[src/drive_status_pkg.sv]
// constants, codes and register map of the drive status output logic
package drive_status_pkg;

  // ************************************************************
  // register byte offsets
  // ************************************************************
  localparam logic [7:0] OFS_DO_SELECT    = 8'h00;
  localparam logic [7:0] OFS_PROT_MASK    = 8'h04;
  localparam logic [7:0] OFS_REACH_FREQ   = 8'h08;
  localparam logic [7:0] OFS_SKIP_CENTER  = 8'h0C;
  localparam logic [7:0] OFS_SKIP_BAND    = 8'h10;
  localparam logic [7:0] OFS_DECEL_OV     = 8'h14;
  localparam logic [7:0] OFS_ACCEL_STALL  = 8'h18;
  localparam logic [7:0] OFS_RUN_STALL    = 8'h1C;
  localparam logic [7:0] OFS_THERMAL_LVL  = 8'h20;
  localparam logic [7:0] OFS_RATED_CUR    = 8'h24;
  localparam logic [7:0] OFS_STATUS       = 8'h28;
  localparam logic [7:0] OFS_STEADY_FREQ  = 8'h2C;

  // ************************************************************
  // values after reset
  // ************************************************************
  localparam logic [3:0]  RST_DO_SELECT   = 4'hA;
  localparam logic [4:0]  RST_PROT_MASK   = 5'h07;
  localparam logic [15:0] RST_REACH_FREQ  = 16'h1770;
  localparam logic [15:0] RST_SKIP_CENTER = 16'h0000;
  localparam logic [15:0] RST_SKIP_BAND   = 16'h0000;
  localparam logic [15:0] RST_DECEL_OV    = 16'h0175;
  localparam logic [7:0]  RST_ACCEL_STALL = 8'hAA;
  localparam logic [7:0]  RST_RUN_STALL   = 8'hA0;
  localparam logic [7:0]  RST_THERMAL_LVL = 8'h96;
  localparam logic [15:0] RST_RATED_CUR   = 16'h0190;

  // ************************************************************
  // limits and scaling
  // ************************************************************
  localparam logic [15:0] REACH_FREQ_MAX  = 16'h7530;
  localparam logic [15:0] SKIP_CENTER_MAX = 16'h7530;
  localparam logic [15:0] SKIP_BAND_MAX   = 16'h03E8;
  localparam logic [16:0] REACH_HYST      = 17'h00032;
  localparam logic [7:0]  LEVEL_SCALE     = 8'h64;

  // ************************************************************
  // protection mask bit positions
  // ************************************************************
  localparam int MASK_DECEL_OV   = 0;
  localparam int MASK_ACCEL_CUR  = 1;
  localparam int MASK_RUN_CUR    = 2;
  localparam int MASK_THERMAL    = 3;
  localparam int MASK_AVR        = 4;

  // ************************************************************
  // output function codes
  // ************************************************************
  typedef enum logic [3:0] {
    FN_DISABLED = 4'h0,
    FN_FAULT    = 4'h1,
    FN_RUNNING  = 4'h2,
    FN_ZERO_SPD = 4'h3,
    FN_FORWARD  = 4'h4,
    FN_REVERSE  = 4'h5,
    FN_ACCEL    = 4'h6,
    FN_DECEL    = 4'h7,
    FN_STAGE    = 4'h8,
    FN_OVERLOAD = 4'h9,
    FN_REACH    = 4'hA
  } do_func_t;

  typedef enum logic [1:0] {
    REACH_OFF = 2'b01,
    REACH_ON  = 2'b10
  } reach_state_t;

endpackage

[src/protection_if.sv]
// carrier between the status logic and the protection gate
`timescale 1ns/1ps
interface protection_if;
  logic [4:0]  mask;
  logic [15:0] dcBusVolt;
  logic [15:0] decelOvLevel;
  logic [15:0] outCurrent;
  logic [15:0] ratedCurrent;
  logic [7:0]  accelLevel;
  logic [7:0]  runLevel;
  logic [7:0]  thermalLevel;
  logic        accelerating;
  logic        decelerating;
  logic        steady;
  logic        decelHold;
  logic        accelHold;
  logic        runHold;
  logic        overload;
  logic        thermalRun;
  logic        avrEnable;

  modport owner (output mask, dcBusVolt, decelOvLevel, outCurrent, ratedCurrent, accelLevel, runLevel,
                 thermalLevel, accelerating, decelerating, steady,
                 input decelHold, accelHold, runHold, overload, thermalRun, avrEnable);
  modport guard (input mask, dcBusVolt, decelOvLevel, outCurrent, ratedCurrent, accelLevel, runLevel,
                 thermalLevel, accelerating, decelerating, steady,
                 output decelHold, accelHold, runHold, overload, thermalRun, avrEnable);
endinterface

[src/protection_gate.sv]
// stall, thermal and voltage regulation enables
`timescale 1ns/1ps
module protection_gate
  import drive_status_pkg::*;
(
  protection_if.guard pif
);

  // ************************************************************
  // scaled current limits
  // ************************************************************
  // levels are hundredths of rated current, so scale current by 100 instead of dividing
  logic [23:0] curScaled;
  logic [23:0] accelLimit;
  logic [23:0] runLimit;
  logic [23:0] thermalLimit;

  always_comb begin
    curScaled    = pif.outCurrent * LEVEL_SCALE;
    accelLimit   = pif.ratedCurrent * pif.accelLevel;
    runLimit     = pif.ratedCurrent * pif.runLevel;
    thermalLimit = pif.ratedCurrent * pif.thermalLevel;
  end

  // ************************************************************
  // protections gated by the mask bits, and the ungated overload flag
  // ************************************************************
  always_comb begin
    pif.decelHold  = pif.mask[MASK_DECEL_OV] && pif.decelerating && (pif.dcBusVolt > pif.decelOvLevel);
    pif.accelHold  = pif.mask[MASK_ACCEL_CUR] && pif.accelerating && (curScaled > accelLimit);
    pif.runHold    = pif.mask[MASK_RUN_CUR] && pif.steady && (curScaled > runLimit);
    pif.overload   = curScaled > thermalLimit;
    pif.thermalRun = pif.mask[MASK_THERMAL] && pif.overload;
    pif.avrEnable  = pif.mask[MASK_AVR];
  end

endmodule

[src/drive_status_output_logic.sv]
// digital status output, skip band and protection enables of the drive
//
// The implementer's own choices: the address map and strobed register access.
`timescale 1ns/1ps

// Summary of operation
// - selector codes 0..10, code 0 inactive
// - code 1: output on at fault
// - code 2: on in standby or run
// - code 3: on stopped or zero frequency
// - code 4: forward command and frequency above zero
// - code 5: reverse command and frequency above zero
// - code 6: on while ramping up
// - code 7: on while ramping down
// - code 8: frequency equals active stage speed
// - code 9: on at overload, keeps running
// - overload is current above rated times level
// - code 10: on at frequency reaching setpoint
// - off only below setpoint minus 0.5 Hz
// - steady frequency never held inside skip band
// - zero skip band disables skipping
// - mask bit0 enables decel voltage stall
// - mask bit1 enables accel current stall
// - mask bit2 enables run current stall
// - mask bit3 enables thermal overload relay
// - mask bit4 enables output voltage regulation
// - hold decel while bus above threshold
// - hold accel while current above level
module drive_status_output_logic
  import drive_status_pkg::*;
(
  input  wire logic        clk,
  input  wire logic        rst_n,
  input  wire logic [7:0]  regAddr,
  input  wire logic [31:0] regWdata,
  input  wire logic        regWrite,
  input  wire logic        regRead,
  output logic      [31:0] regRdata,
  input  wire logic        faultDetected,
  input  wire logic        driveActive,
  input  wire logic        forwardRunCommand,
  input  wire logic        reverseRunCommand,
  input  wire logic        rampUp,
  input  wire logic        rampDown,
  input  wire logic        analogSpeedCommand,
  input  wire logic [15:0] outFreq,
  input  wire logic [15:0] stageFreq,
  input  wire logic [15:0] targetFreq,
  input  wire logic [15:0] outCurrent,
  input  wire logic [15:0] dcBusVolt,
  output logic             digitalOut,
  output logic      [15:0] steadyTargetFreq,
  output logic             decelHold,
  output logic             accelHold,
  output logic             runHold,
  output logic             thermalTimerRun,
  output logic             avrEnable
);

  // ************************************************************
  // register file state
  // ************************************************************
  logic [3:0]   doSelect_reg;
  logic [3:0]   doSelect_next;
  logic [4:0]   protMask_reg;
  logic [4:0]   protMask_next;
  logic [15:0]  reachFreq_reg;
  logic [15:0]  reachFreq_next;
  logic [15:0]  skipCenter_reg;
  logic [15:0]  skipCenter_next;
  logic [15:0]  skipBand_reg;
  logic [15:0]  skipBand_next;
  logic [15:0]  decelOv_reg;
  logic [15:0]  decelOv_next;
  logic [7:0]   accelStall_reg;
  logic [7:0]   accelStall_next;
  logic [7:0]   runStall_reg;
  logic [7:0]   runStall_next;
  logic [7:0]   thermalLvl_reg;
  logic [7:0]   thermalLvl_next;
  logic [15:0]  ratedCur_reg;
  logic [15:0]  ratedCur_next;
  logic [31:0]  rdata_reg;
  logic [31:0]  rdata_next;

  // ************************************************************
  // status state
  // ************************************************************
  reach_state_t reachState_reg;
  reach_state_t reachState_next;
  logic         digitalOut_reg;
  logic         digitalOut_next;
  logic [15:0]  steady_reg;
  logic [15:0]  steady_next;
  logic         decelHold_reg;
  logic         accelHold_reg;
  logic         runHold_reg;
  logic         thermal_reg;
  logic         avr_reg;

  // ************************************************************
  // protection gate
  // ************************************************************
  protection_if pif ();

  always_comb begin
    pif.mask         = protMask_reg;
    pif.dcBusVolt    = dcBusVolt;
    pif.decelOvLevel = decelOv_reg;
    pif.outCurrent   = outCurrent;
    pif.ratedCurrent = ratedCur_reg;
    pif.accelLevel   = accelStall_reg;
    pif.runLevel     = runStall_reg;
    pif.thermalLevel = thermalLvl_reg;
    pif.accelerating = rampUp;
    pif.decelerating = rampDown;
    pif.steady       = driveActive && !rampUp && !rampDown;
  end

  protection_gate u_gate (
    .pif (pif.guard)
  );

  // ************************************************************
  // register write decode
  // ************************************************************
  // out-of-range setpoints clamp to the top of their range rather than wrap
  always_comb begin
    doSelect_next   = doSelect_reg;
    protMask_next   = protMask_reg;
    reachFreq_next  = reachFreq_reg;
    skipCenter_next = skipCenter_reg;
    skipBand_next   = skipBand_reg;
    decelOv_next    = decelOv_reg;
    accelStall_next = accelStall_reg;
    runStall_next   = runStall_reg;
    thermalLvl_next = thermalLvl_reg;
    ratedCur_next   = ratedCur_reg;
    if (regWrite) begin
      if (regAddr == OFS_DO_SELECT) begin
        doSelect_next = regWdata[3:0];
      end else if (regAddr == OFS_PROT_MASK) begin
        protMask_next = regWdata[4:0];
      end else if (regAddr == OFS_REACH_FREQ) begin
        reachFreq_next = (regWdata[15:0] > REACH_FREQ_MAX) ? REACH_FREQ_MAX : regWdata[15:0];
      end else if (regAddr == OFS_SKIP_CENTER) begin
        skipCenter_next = (regWdata[15:0] > SKIP_CENTER_MAX) ? SKIP_CENTER_MAX : regWdata[15:0];
      end else if (regAddr == OFS_SKIP_BAND) begin
        skipBand_next = (regWdata[15:0] > SKIP_BAND_MAX) ? SKIP_BAND_MAX : regWdata[15:0];
      end else if (regAddr == OFS_DECEL_OV) begin
        decelOv_next = regWdata[15:0];
      end else if (regAddr == OFS_ACCEL_STALL) begin
        accelStall_next = regWdata[7:0];
      end else if (regAddr == OFS_RUN_STALL) begin
        runStall_next = regWdata[7:0];
      end else if (regAddr == OFS_THERMAL_LVL) begin
        thermalLvl_next = regWdata[7:0];
      end else if (regAddr == OFS_RATED_CUR) begin
        ratedCur_next = regWdata[15:0];
      end
    end
  end

  // ************************************************************
  // register read decode
  // ************************************************************
  // unmapped reads return zero and the data stand for one cycle only
  always_comb begin
    rdata_next = 32'h0000_0000;
    if (regRead) begin
      if (regAddr == OFS_DO_SELECT) begin
        rdata_next = {28'h000_0000, doSelect_reg};
      end else if (regAddr == OFS_PROT_MASK) begin
        rdata_next = {27'h000_0000, protMask_reg};
      end else if (regAddr == OFS_REACH_FREQ) begin
        rdata_next = {16'h0000, reachFreq_reg};
      end else if (regAddr == OFS_SKIP_CENTER) begin
        rdata_next = {16'h0000, skipCenter_reg};
      end else if (regAddr == OFS_SKIP_BAND) begin
        rdata_next = {16'h0000, skipBand_reg};
      end else if (regAddr == OFS_DECEL_OV) begin
        rdata_next = {16'h0000, decelOv_reg};
      end else if (regAddr == OFS_ACCEL_STALL) begin
        rdata_next = {24'h00_0000, accelStall_reg};
      end else if (regAddr == OFS_RUN_STALL) begin
        rdata_next = {24'h00_0000, runStall_reg};
      end else if (regAddr == OFS_THERMAL_LVL) begin
        rdata_next = {24'h00_0000, thermalLvl_reg};
      end else if (regAddr == OFS_RATED_CUR) begin
        rdata_next = {16'h0000, ratedCur_reg};
      end else if (regAddr == OFS_STATUS) begin
        rdata_next = {24'h00_0000, avr_reg, thermal_reg, runHold_reg, accelHold_reg,
                      decelHold_reg, pif.overload, reachState_reg == REACH_ON, digitalOut_reg};
      end else if (regAddr == OFS_STEADY_FREQ) begin
        rdata_next = {16'h0000, steady_reg};
      end
    end
  end

  // ************************************************************
  // reach frequency hysteresis
  // ************************************************************
  always_comb begin
    reachState_next = reachState_reg;
    case (reachState_reg)
      REACH_OFF: begin
        if (outFreq >= reachFreq_reg) begin
          reachState_next = REACH_ON;
        end
      end
      REACH_ON: begin
        // release below hysteresis
        // a setpoint under 0.5 Hz never releases, since frequency cannot go negative
        if (({1'b0, outFreq} + REACH_HYST) < {1'b0, reachFreq_reg}) begin
          reachState_next = REACH_OFF;
        end
      end
      default: begin
        reachState_next = REACH_OFF;
      end
    endcase
  end

  // ************************************************************
  // output function select
  // ************************************************************
  always_comb begin
    digitalOut_next = 1'b0;
    case (doSelect_reg)
      FN_DISABLED: digitalOut_next = 1'b0;
      FN_FAULT:    digitalOut_next = faultDetected;
      FN_RUNNING:  digitalOut_next = driveActive;
      FN_ZERO_SPD: digitalOut_next = !driveActive || (outFreq == 16'h0000);
      FN_FORWARD:  digitalOut_next = forwardRunCommand && (outFreq != 16'h0000);
      FN_REVERSE:  digitalOut_next = reverseRunCommand && (outFreq != 16'h0000);
      FN_ACCEL:    digitalOut_next = rampUp;
      FN_DECEL:    digitalOut_next = rampDown;
      // stage speed match
      // analog commands never match; their value jitters around the target
      FN_STAGE:    digitalOut_next = !analogSpeedCommand && (outFreq == stageFreq);
      FN_OVERLOAD: digitalOut_next = pif.overload;
      FN_REACH:    digitalOut_next = (reachState_next == REACH_ON);
      default:     digitalOut_next = 1'b0;
    endcase
  end

  // ************************************************************
  // skip band on the steady target
  // ************************************************************
  logic [16:0] bandLow;
  logic [16:0] bandHigh;

  always_comb begin
    bandLow     = (skipCenter_reg > skipBand_reg) ? {1'b0, skipCenter_reg - skipBand_reg} : 17'h00000;
    bandHigh    = {1'b0, skipCenter_reg} + {1'b0, skipBand_reg};
    steady_next = targetFreq;
    if (skipBand_reg != 16'h0000) begin
      // move target out of band
      // ramps still cross the band; only the resting point is moved to its nearer edge
      if (({1'b0, targetFreq} > bandLow) && ({1'b0, targetFreq} < bandHigh)) begin
        if (targetFreq < skipCenter_reg) begin
          steady_next = bandLow[15:0];
        end else begin
          steady_next = (bandHigh[16]) ? 16'hFFFF : bandHigh[15:0];
        end
      end
    end
  end

  // ************************************************************
  // state registers
  // ************************************************************
  always_ff @(posedge clk) begin
    if (!rst_n) begin
      doSelect_reg   <= RST_DO_SELECT;
      protMask_reg   <= RST_PROT_MASK;
      reachFreq_reg  <= RST_REACH_FREQ;
      skipCenter_reg <= RST_SKIP_CENTER;
      skipBand_reg   <= RST_SKIP_BAND;
      decelOv_reg    <= RST_DECEL_OV;
      accelStall_reg <= RST_ACCEL_STALL;
      runStall_reg   <= RST_RUN_STALL;
      thermalLvl_reg <= RST_THERMAL_LVL;
      ratedCur_reg   <= RST_RATED_CUR;
      rdata_reg      <= 32'h0000_0000;
      reachState_reg <= REACH_OFF;
      digitalOut_reg <= 1'b0;
      steady_reg     <= 16'h0000;
      decelHold_reg  <= 1'b0;
      accelHold_reg  <= 1'b0;
      runHold_reg    <= 1'b0;
      thermal_reg    <= 1'b0;
      avr_reg        <= 1'b0;
    end else begin
      doSelect_reg   <= doSelect_next;
      protMask_reg   <= protMask_next;
      reachFreq_reg  <= reachFreq_next;
      skipCenter_reg <= skipCenter_next;
      skipBand_reg   <= skipBand_next;
      decelOv_reg    <= decelOv_next;
      accelStall_reg <= accelStall_next;
      runStall_reg   <= runStall_next;
      thermalLvl_reg <= thermalLvl_next;
      ratedCur_reg   <= ratedCur_next;
      rdata_reg      <= rdata_next;
      reachState_reg <= reachState_next;
      digitalOut_reg <= digitalOut_next;
      steady_reg     <= steady_next;
      decelHold_reg  <= pif.decelHold;
      accelHold_reg  <= pif.accelHold;
      runHold_reg    <= pif.runHold;
      thermal_reg    <= pif.thermalRun;
      avr_reg        <= pif.avrEnable;
    end
  end

  // ************************************************************
  // outputs
  // ************************************************************
  always_comb begin
    regRdata         = rdata_reg;
    digitalOut       = digitalOut_reg;
    steadyTargetFreq = steady_reg;
    decelHold        = decelHold_reg;
    accelHold        = accelHold_reg;
    runHold          = runHold_reg;
    thermalTimerRun  = thermal_reg;
    avrEnable        = avr_reg;
  end

endmodule

[config.mk]
export PLATFORM = sky130hd
export DESIGN_NAME = drive_status_output_logic
export DESIGN_NICKNAME = d
export VERILOG_FILES = /design/src/drive_status_pkg.sv /design/src/protection_if.sv /design/src/protection_gate.sv /design/src/drive_status_output_logic.sv
export SDC_FILE = /design/constraint.sdc
export NUM_CORES = 2
export LEC_CHECK = 0
export ABC_AREA = 0
export CORE_AREA = 2 2 256 258
export DETAILED_ROUTE_END_ITERATION = 6
export DIE_AREA = 0 0 258 260
export DONT_BUFFER_PORTS = 1
export GPL_TIMING_DRIVEN = 0
export HOLD_SLACK_MARGIN = 0.12
export PLACE_DENSITY_LB_ADDON = 0.25
export SYNTH_ARGS = -nofsm -noshare
export SYNTH_HDL_FRONTEND = slang
export SYNTH_SLANG_ARGS = --single-unit
[constraint.sdc]
create_clock -name clk -period 14.8 [get_ports clk]
set_input_delay 0.74 -clock clk [delete_from_list [all_inputs] [get_ports clk]]
set_output_delay 0.74 -clock clk [all_outputs]
set_load 0.05 [all_outputs]
### After elaboration in Yosys (flattened, before gate mapping)

Cells that the tools add are included.

* mux-type cells: 23
* bitwise gates (word level): 11
* add/sub/neg operators: 3
* multipliers: 4
* equality and inequality tests: 25
* magnitude comparators: 12
* reductions and logical operators: 36
* shift operators: 0
* divide/modulo/power cells: 0

Operators with widths (count)
* 2-to-1 mux 16 bit: 17
* greater-than comparator 23 x 24 -> 1 bit: 3
* multiplier 16 x 8 -> 24 bit: 3
* greater-than comparator 16 bit: 3
* == test 8 x 5 -> 1 bit, second input constant: 4
* == test 8 x 6 -> 1 bit, second input constant: 4
* nonzero test 16 bit: 2
* multiplier 16 x 5 -> 21 bit, second input constant: 1
* adder 16 x 16 -> 17 bit: 1
* adder 16 x 6 -> 17 bit, second input constant: 1
* < comparator 16 x 17 -> 1 bit: 1
* < comparator 17 x 16 -> 1 bit: 1
* == test 16 bit: 1
* == test 4 x 3 -> 1 bit, second input constant: 4
* == test 8 x 4 -> 1 bit, second input constant: 2
* >= comparator 16 bit: 1
* greater-than comparator 16 x 10 -> 1 bit, second input constant: 1
* greater-than comparator 16 x 15 -> 1 bit, second input constant: 1
* zero test 16 bit: 1
* < comparator 16 bit: 1
* subtractor 16 bit: 1
* logical AND 1 bit: 13
* OR reduction 13 bit: 1
* == test 4 bit, second input constant: 3
* other kinds (26): 43

* bits in latches: 0
* ROM bits: 0
* output and inout bits: 54
* memories kept: 0
* memory bits (writable): 0
* bits in registers: 169

### Depth between registers and ports, before layout

* depth in word-level cells: 13
* gate-level depth with buffers: 28

### By module

Synthesis repeated with hierarchy kept, for this count alone.

* cell total of the unflattened synthesis: 3075
* area total of the unflattened synthesis: 25978.7 sq um

Modules (own cells, without submodules)
* protection_gate: instances 1, cells each 1818, area an instance 15451.1 sq um, seq. area each 0.0 sq um
* drive_status_output_logic: instances 1, cells each 1257, area an instance 10527.6 sq um, seq. area each 3062.9 sq um

### Worst setup path before layout

OpenSTA, ideal clock, no wires.

* path type: register to register
* start point: reg ratedCur_reg[5] (netlist: pif.ratedCurrent[5])
* end point: reg digitalOut_reg (netlist: digitalOut)
* setup time: 120 ps
* path slack: 8617 ps
* buffers on the path: 1
* clock period less this slack: 6183 ps
* stages on the path, launching flop included: 26
* arrival time: 6063 ps
* cell sequence: dfxtp_1 clkbuf_1 nand2_1 fa_1 fa_1 inv_1 fa_1 inv_1 fa_1 inv_1 ha_1 o21ai_0 a21oi_1 and3_1 a221oi_1 o22a_1 nand2_1 a31oi_1 o21ai_0 xnor2_1 ha_1 nand3_1 or4_1 nand4_1 nor4bb_1 o31a_1

* cells in the longest elaborated chain, start to end: 3

Ends and longest elaborated chain
* start: declaration: RTL line drive_status_output_logic.sv:81 `logic [15:0] ratedCur_reg;`
* start signal: assignment: RTL line drive_status_output_logic.sv:304 `ratedCur_reg <= ratedCur_next;`
* multiplier 16 x 8 -> 24 bit: RTL line protection_gate.sv:22 `thermalLimit = pif.ratedCurrent * pif.thermalLevel;`
* greater-than comparator 23 x 24 -> 1 bit: RTL line protection_gate.sv:32 `pif.overload = curScaled > thermalLimit;`
* one-hot mux 1 bit (10 select lines): RTL line drive_status_output_logic.sv:229 `case (doSelect_reg)`
* end signal: assignment: RTL line drive_status_output_logic.sv:307 `digitalOut_reg <= digitalOut_next;`
* end: declaration: RTL line drive_status_output_logic.sv:91 `logic digitalOut_reg;`

Every way passes these cells.
A chain may end at the register's enable or synchronous reset.

### Worst setup path after layout

* start point: reg ratedCur_reg[4] (netlist: pif.ratedCurrent[4])
* end point: reg digitalOut_reg (netlist: digitalOut)

Same word-level chain as after synthesis.

==> flow_results.org <==
** Global route
- Number of global-route vias before repair :: 21,400
- Summed over all layers, the global routing overflow is 0.
- The number of antenna violations at the first check in global routing is 7.
- Entering global routing, the biggest net connects 17 pins.
- Global-route wire length before repair :: 127,000 µm
- For this run, the total global-route usage over all layers was measured as 0.247.

** Timing
- Subtracting the final worst setup slack from the clock period gives 7.88 ns.
- Clk_skew :: 0.00816 ns
- Hold violation total from the final report :: 0
- Pin slew with the least headroom to its limit :: 0.988 ns
- Unrepaired setup endpoints after global routing :: false
- Of the available clock period, the critical path in the final layout requires 0.532.
- Fmax :: 0.127 GHz
- Final setup slack of the worst path :: 6.92 ns
- Worst slew slack as a fraction of its limit :: 0.336
- Count of endpoints failing setup in the final report :: 0
- Summed negative setup slack over all endpoints :: 0 ns
- On the final layout, the worst hold slack is 0.438 ns.
- The max-slew violation total from the final report is 0.

** Place
- The HPWL after detailed placement is 69,800 µm.
- Count of buffers from port buffering :: 0
- At the placement stage, the worst setup path has a slack of 7.04 ns.
- Global placer's final weighted congestion :: 0.918

** Logic synthesis
- Synthesis instantiated 82 different standard cells from the library.
- sky130_fd_sc_hd__inv_1 is the most common cell in the netlist.
- Synth top cells by count :: sky130_fd_sc_hd__inv_1 (430), sky130_fd_sc_hd__nand2_1 (392), sky130_fd_sc_hd__ha_1 (375)
- Async S/R FF share, synth :: 0
- Most frequently used flop master after synthesis :: sky130_fd_sc_hd__dfxtp_1
- Summed over all instances, the cell type with the most area after synthesis is sky130_fd_sc_hd__fa_1.
- For this run, the register share of the synthesized area comes to 0.120.
- Yosys attributes the largest share of cell area to sky130_fd_sc_hd__fa_1 (21%), sky130_fd_sc_hd__ha_1 (18%), sky130_fd_sc_hd__dfxtp_1 (12%), sky130_fd_sc_hd__inv_1 (6.3%), sky130_fd_sc_hd__nand2_1 (5.8%).
- During synthesis, Yosys emitted a total of 0 warnings.
- The cell count after synthesis came out at 3,093.
- Synthesized area per cell :: 8.25 µm²
- The synthesized design contains 0 enable-type register cells.
- Number of storage elements in the synthesis netlist :: 153
- Portion of synthesized cell area occupied by the leading cell type :: 0.208
- The mapped netlist covers 25,500 µm².

** Clocking
- TritonCTS buffer count :: 17
- # Post-CTS Setup Buffers :: 0
- Root buffer cell :: sky130_fd_sc_hd__clkbuf_16
- Hold buffer count at cts :: 0
- Once the clock tree was built, the resizer swapped 0 gates to a different size.
- For this design, the sink count on the clock tree is 153.
- Clock-pin slew reported for the worst setup and hold paths after clock tree synthesis :: 0.07 ns
- CTS tree :: built
- The clock tree synthesis step divided the H-tree into 4 levels.
- Buffer levels on the longest clock path :: 2
- Clock latency on the worst-skew pair, taken at its later pin, is 0.44 ns.

** Drt
- Routed wirelength normalized by instance count :: 20.9 µm
- After the first detailed-routing iteration, the DRC count stood at 1,690.
- Number of detailed-routing iterations run before antenna repair :: 7
- For this block, the via count after detailed routing is 21,883.
- After detailed routing, the number of vias per cell comes to 5.47.
- Post-route DRC violation count :: 0
- In this run the remaining antenna-violating nets after routing total 0.
- Routed Wire Length :: 83,500 µm

** Pwr
- Maximum resistive drop on vdd :: 0.0000626 V
- Design internal power :: 856 µW
- Of the total power, registers draw 0.329.
- Pwr dens :: 49.7 nW/µm²
- Sw Pwr :: 496 µW
- Leakage :: 13.3 nW
- Of the total power, combinational logic draws 0.352.
- Of the total power, the clock network draws 0.319.
- Of the total power, the share spent switching nets is 0.367.

** Min path
- The path class of the tightest hold or removal check is in -> reg.

** Die
- The floorplan step defined a die boundary enclosing 67,100 µm².
- Number of primary I/O pins :: 185
- Site Rows :: 93
- Die Y-Extent :: 260 µm
- In this run the standard cell core region covers 64,100 µm².
- Die Width :: 258 µm
- Initial core utilization :: 0.398

** Critical path
- Endpoint required time on the critical path :: 15.13 ns
- Cell with the biggest individual delay on the critical path :: sky130_fd_sc_hd__or4_1
- Data arrival time of the worst path :: 8.21 ns
- Worst setup EP type :: flop
- Counting both buffers and inverters, the worst setup path holds a total of 4.
- Most frequent CP cell :: sky130_fd_sc_hd__fa_1
- Top fanout value on the critical path :: 10
- The setup path with the least slack is of type reg -> reg.
- On the worst path, the slowest cell contributes a delay of 0.69 ns.
- Worst path top cell family by delay :: adder cells
- Critical Path Source Type :: flop

** Outcome
- Status :: complete, no violations

** Layout
- Final net count :: 3,900
- 0 antenna diodes ended up in the layout.
- In the final layout, the share of cells above drive strength 1 is 0.0283.
- Layout Area Growth over Synthesis :: 6.70%
- Core occupancy in the finished layout :: 0.425
- The layout has 6,563 filler cells.

** Job
- Max cap viols :: 0
[cell families (layout without fill, tap and decap cells)]
| kind of cell | after synthesis | after routing | share of synthesized area |
|---|---|---|---|
| mux | 16 | 16 | 0.00628 |
| fa+ha+maj | 640 | 640 | 0.392 |
| other cells | 1 | 16 | 0.000147 |
| xor+xnor | 123 | 123 | 0.0422 |
| flops | 153 | 153 | 0.120 |
| simple gates | 1005 | 1005 | 0.192 |
| compound gates | 567 | 567 | 0.157 |
| buf+inv | 588 | 622 | 0.0905 |
[routing by layer]
metal	vias to the layer above	share of wire	global-route usage
met5	-	0.00054	0
li1	10342	-	-
met1	10569	0.42	0.319
met4	6	0.034	0.0772
met2	805	0.46	0.407
met3	161	0.086	0.0586
[stage by stage]
step           std cells  cell area (µm²)  total power, mW
6_report            3997            27200             1.35
2_1_floorplan       3108            25600            0.798
3_5_place_dp        3965            26700            0.926
4_1_cts             3997            27200             1.35
5_1_grt             3997            27200             1.44
3_3_place_gp        3963            26600            0.922
[path summary, 6_finish.rpt]
path / start / end / slack, ns / depth (start not counted)
max: pif.ratedCurrent[4]$_SDFFE_PN1P_ / digitalOut$_SDFF_PN0_ / 6.92 / 25
max reg2reg: pif.ratedCurrent[4]$_SDFFE_PN1P_ / digitalOut$_SDFF_PN0_ / 6.92 / 25
min reg2reg: pif.mask[3]$_SDFFE_PN0P_ / thermalTimerRun$_SDFF_PN0_ / 0.46 / 2
min: regWdata[8] / pif.ratedCurrent[8]$_SDFFE_PN1P_ / 0.44 / 2
[cells in the final DEF (no fill, tap or decap), drive strengths merged, types with 23 or more instances in the layout]
cell type / synthesis / routed
a22oi: 26 / 26
nand3: 71 / 71
nand2: 392 / 392
o21bai: 23 / 23
xnor2: 80 / 80
nand4: 29 / 29
nor2: 119 / 119
dfxtp: 153 / 153
buf: 32 / 34
nor2b: 40 / 40
o211ai: 36 / 36
a21oi: 119 / 119
ha: 375 / 375
fa: 265 / 265
xor2: 43 / 43
inv: 430 / 433
nor3: 40 / 40
and2: 220 / 220
a21o: 58 / 58
o21ai: 82 / 82
clkbuf: 126 / 146
a21boi: 46 / 46
and3: 27 / 27
[power groups by stage]
stage               clock (mW)  combinational [mW]  sequential, mW
CTS                      0.434               0.476           0.444
floorplan                    0               0.351           0.447
global placement             0               0.469           0.453
detailed placement           0               0.472           0.453
finish                   0.432               0.476           0.445
global route             0.451               0.546           0.445
[layout make-up]
| cell class | instances | area, µm² | area share |
|---|---|---|---|
| multi-input cells | 2367 | 20200 | 0.742 |
| repair buffers | 2 | 10.0 | 0.000368 |
| flip-flops and latches | 153 | 3060 | 0.113 |
| clock inverters | 12 | 115 | 0.00423 |
| clock buffers | 20 | 457 | 0.0168 |
| well taps | 855 | 1070 | 0.0393 |
| inverters | 430 | 1610 | 0.0593 |
| plain buffers | 158 | 696 | 0.0256 |
Power figures use the tool's default switching activity.
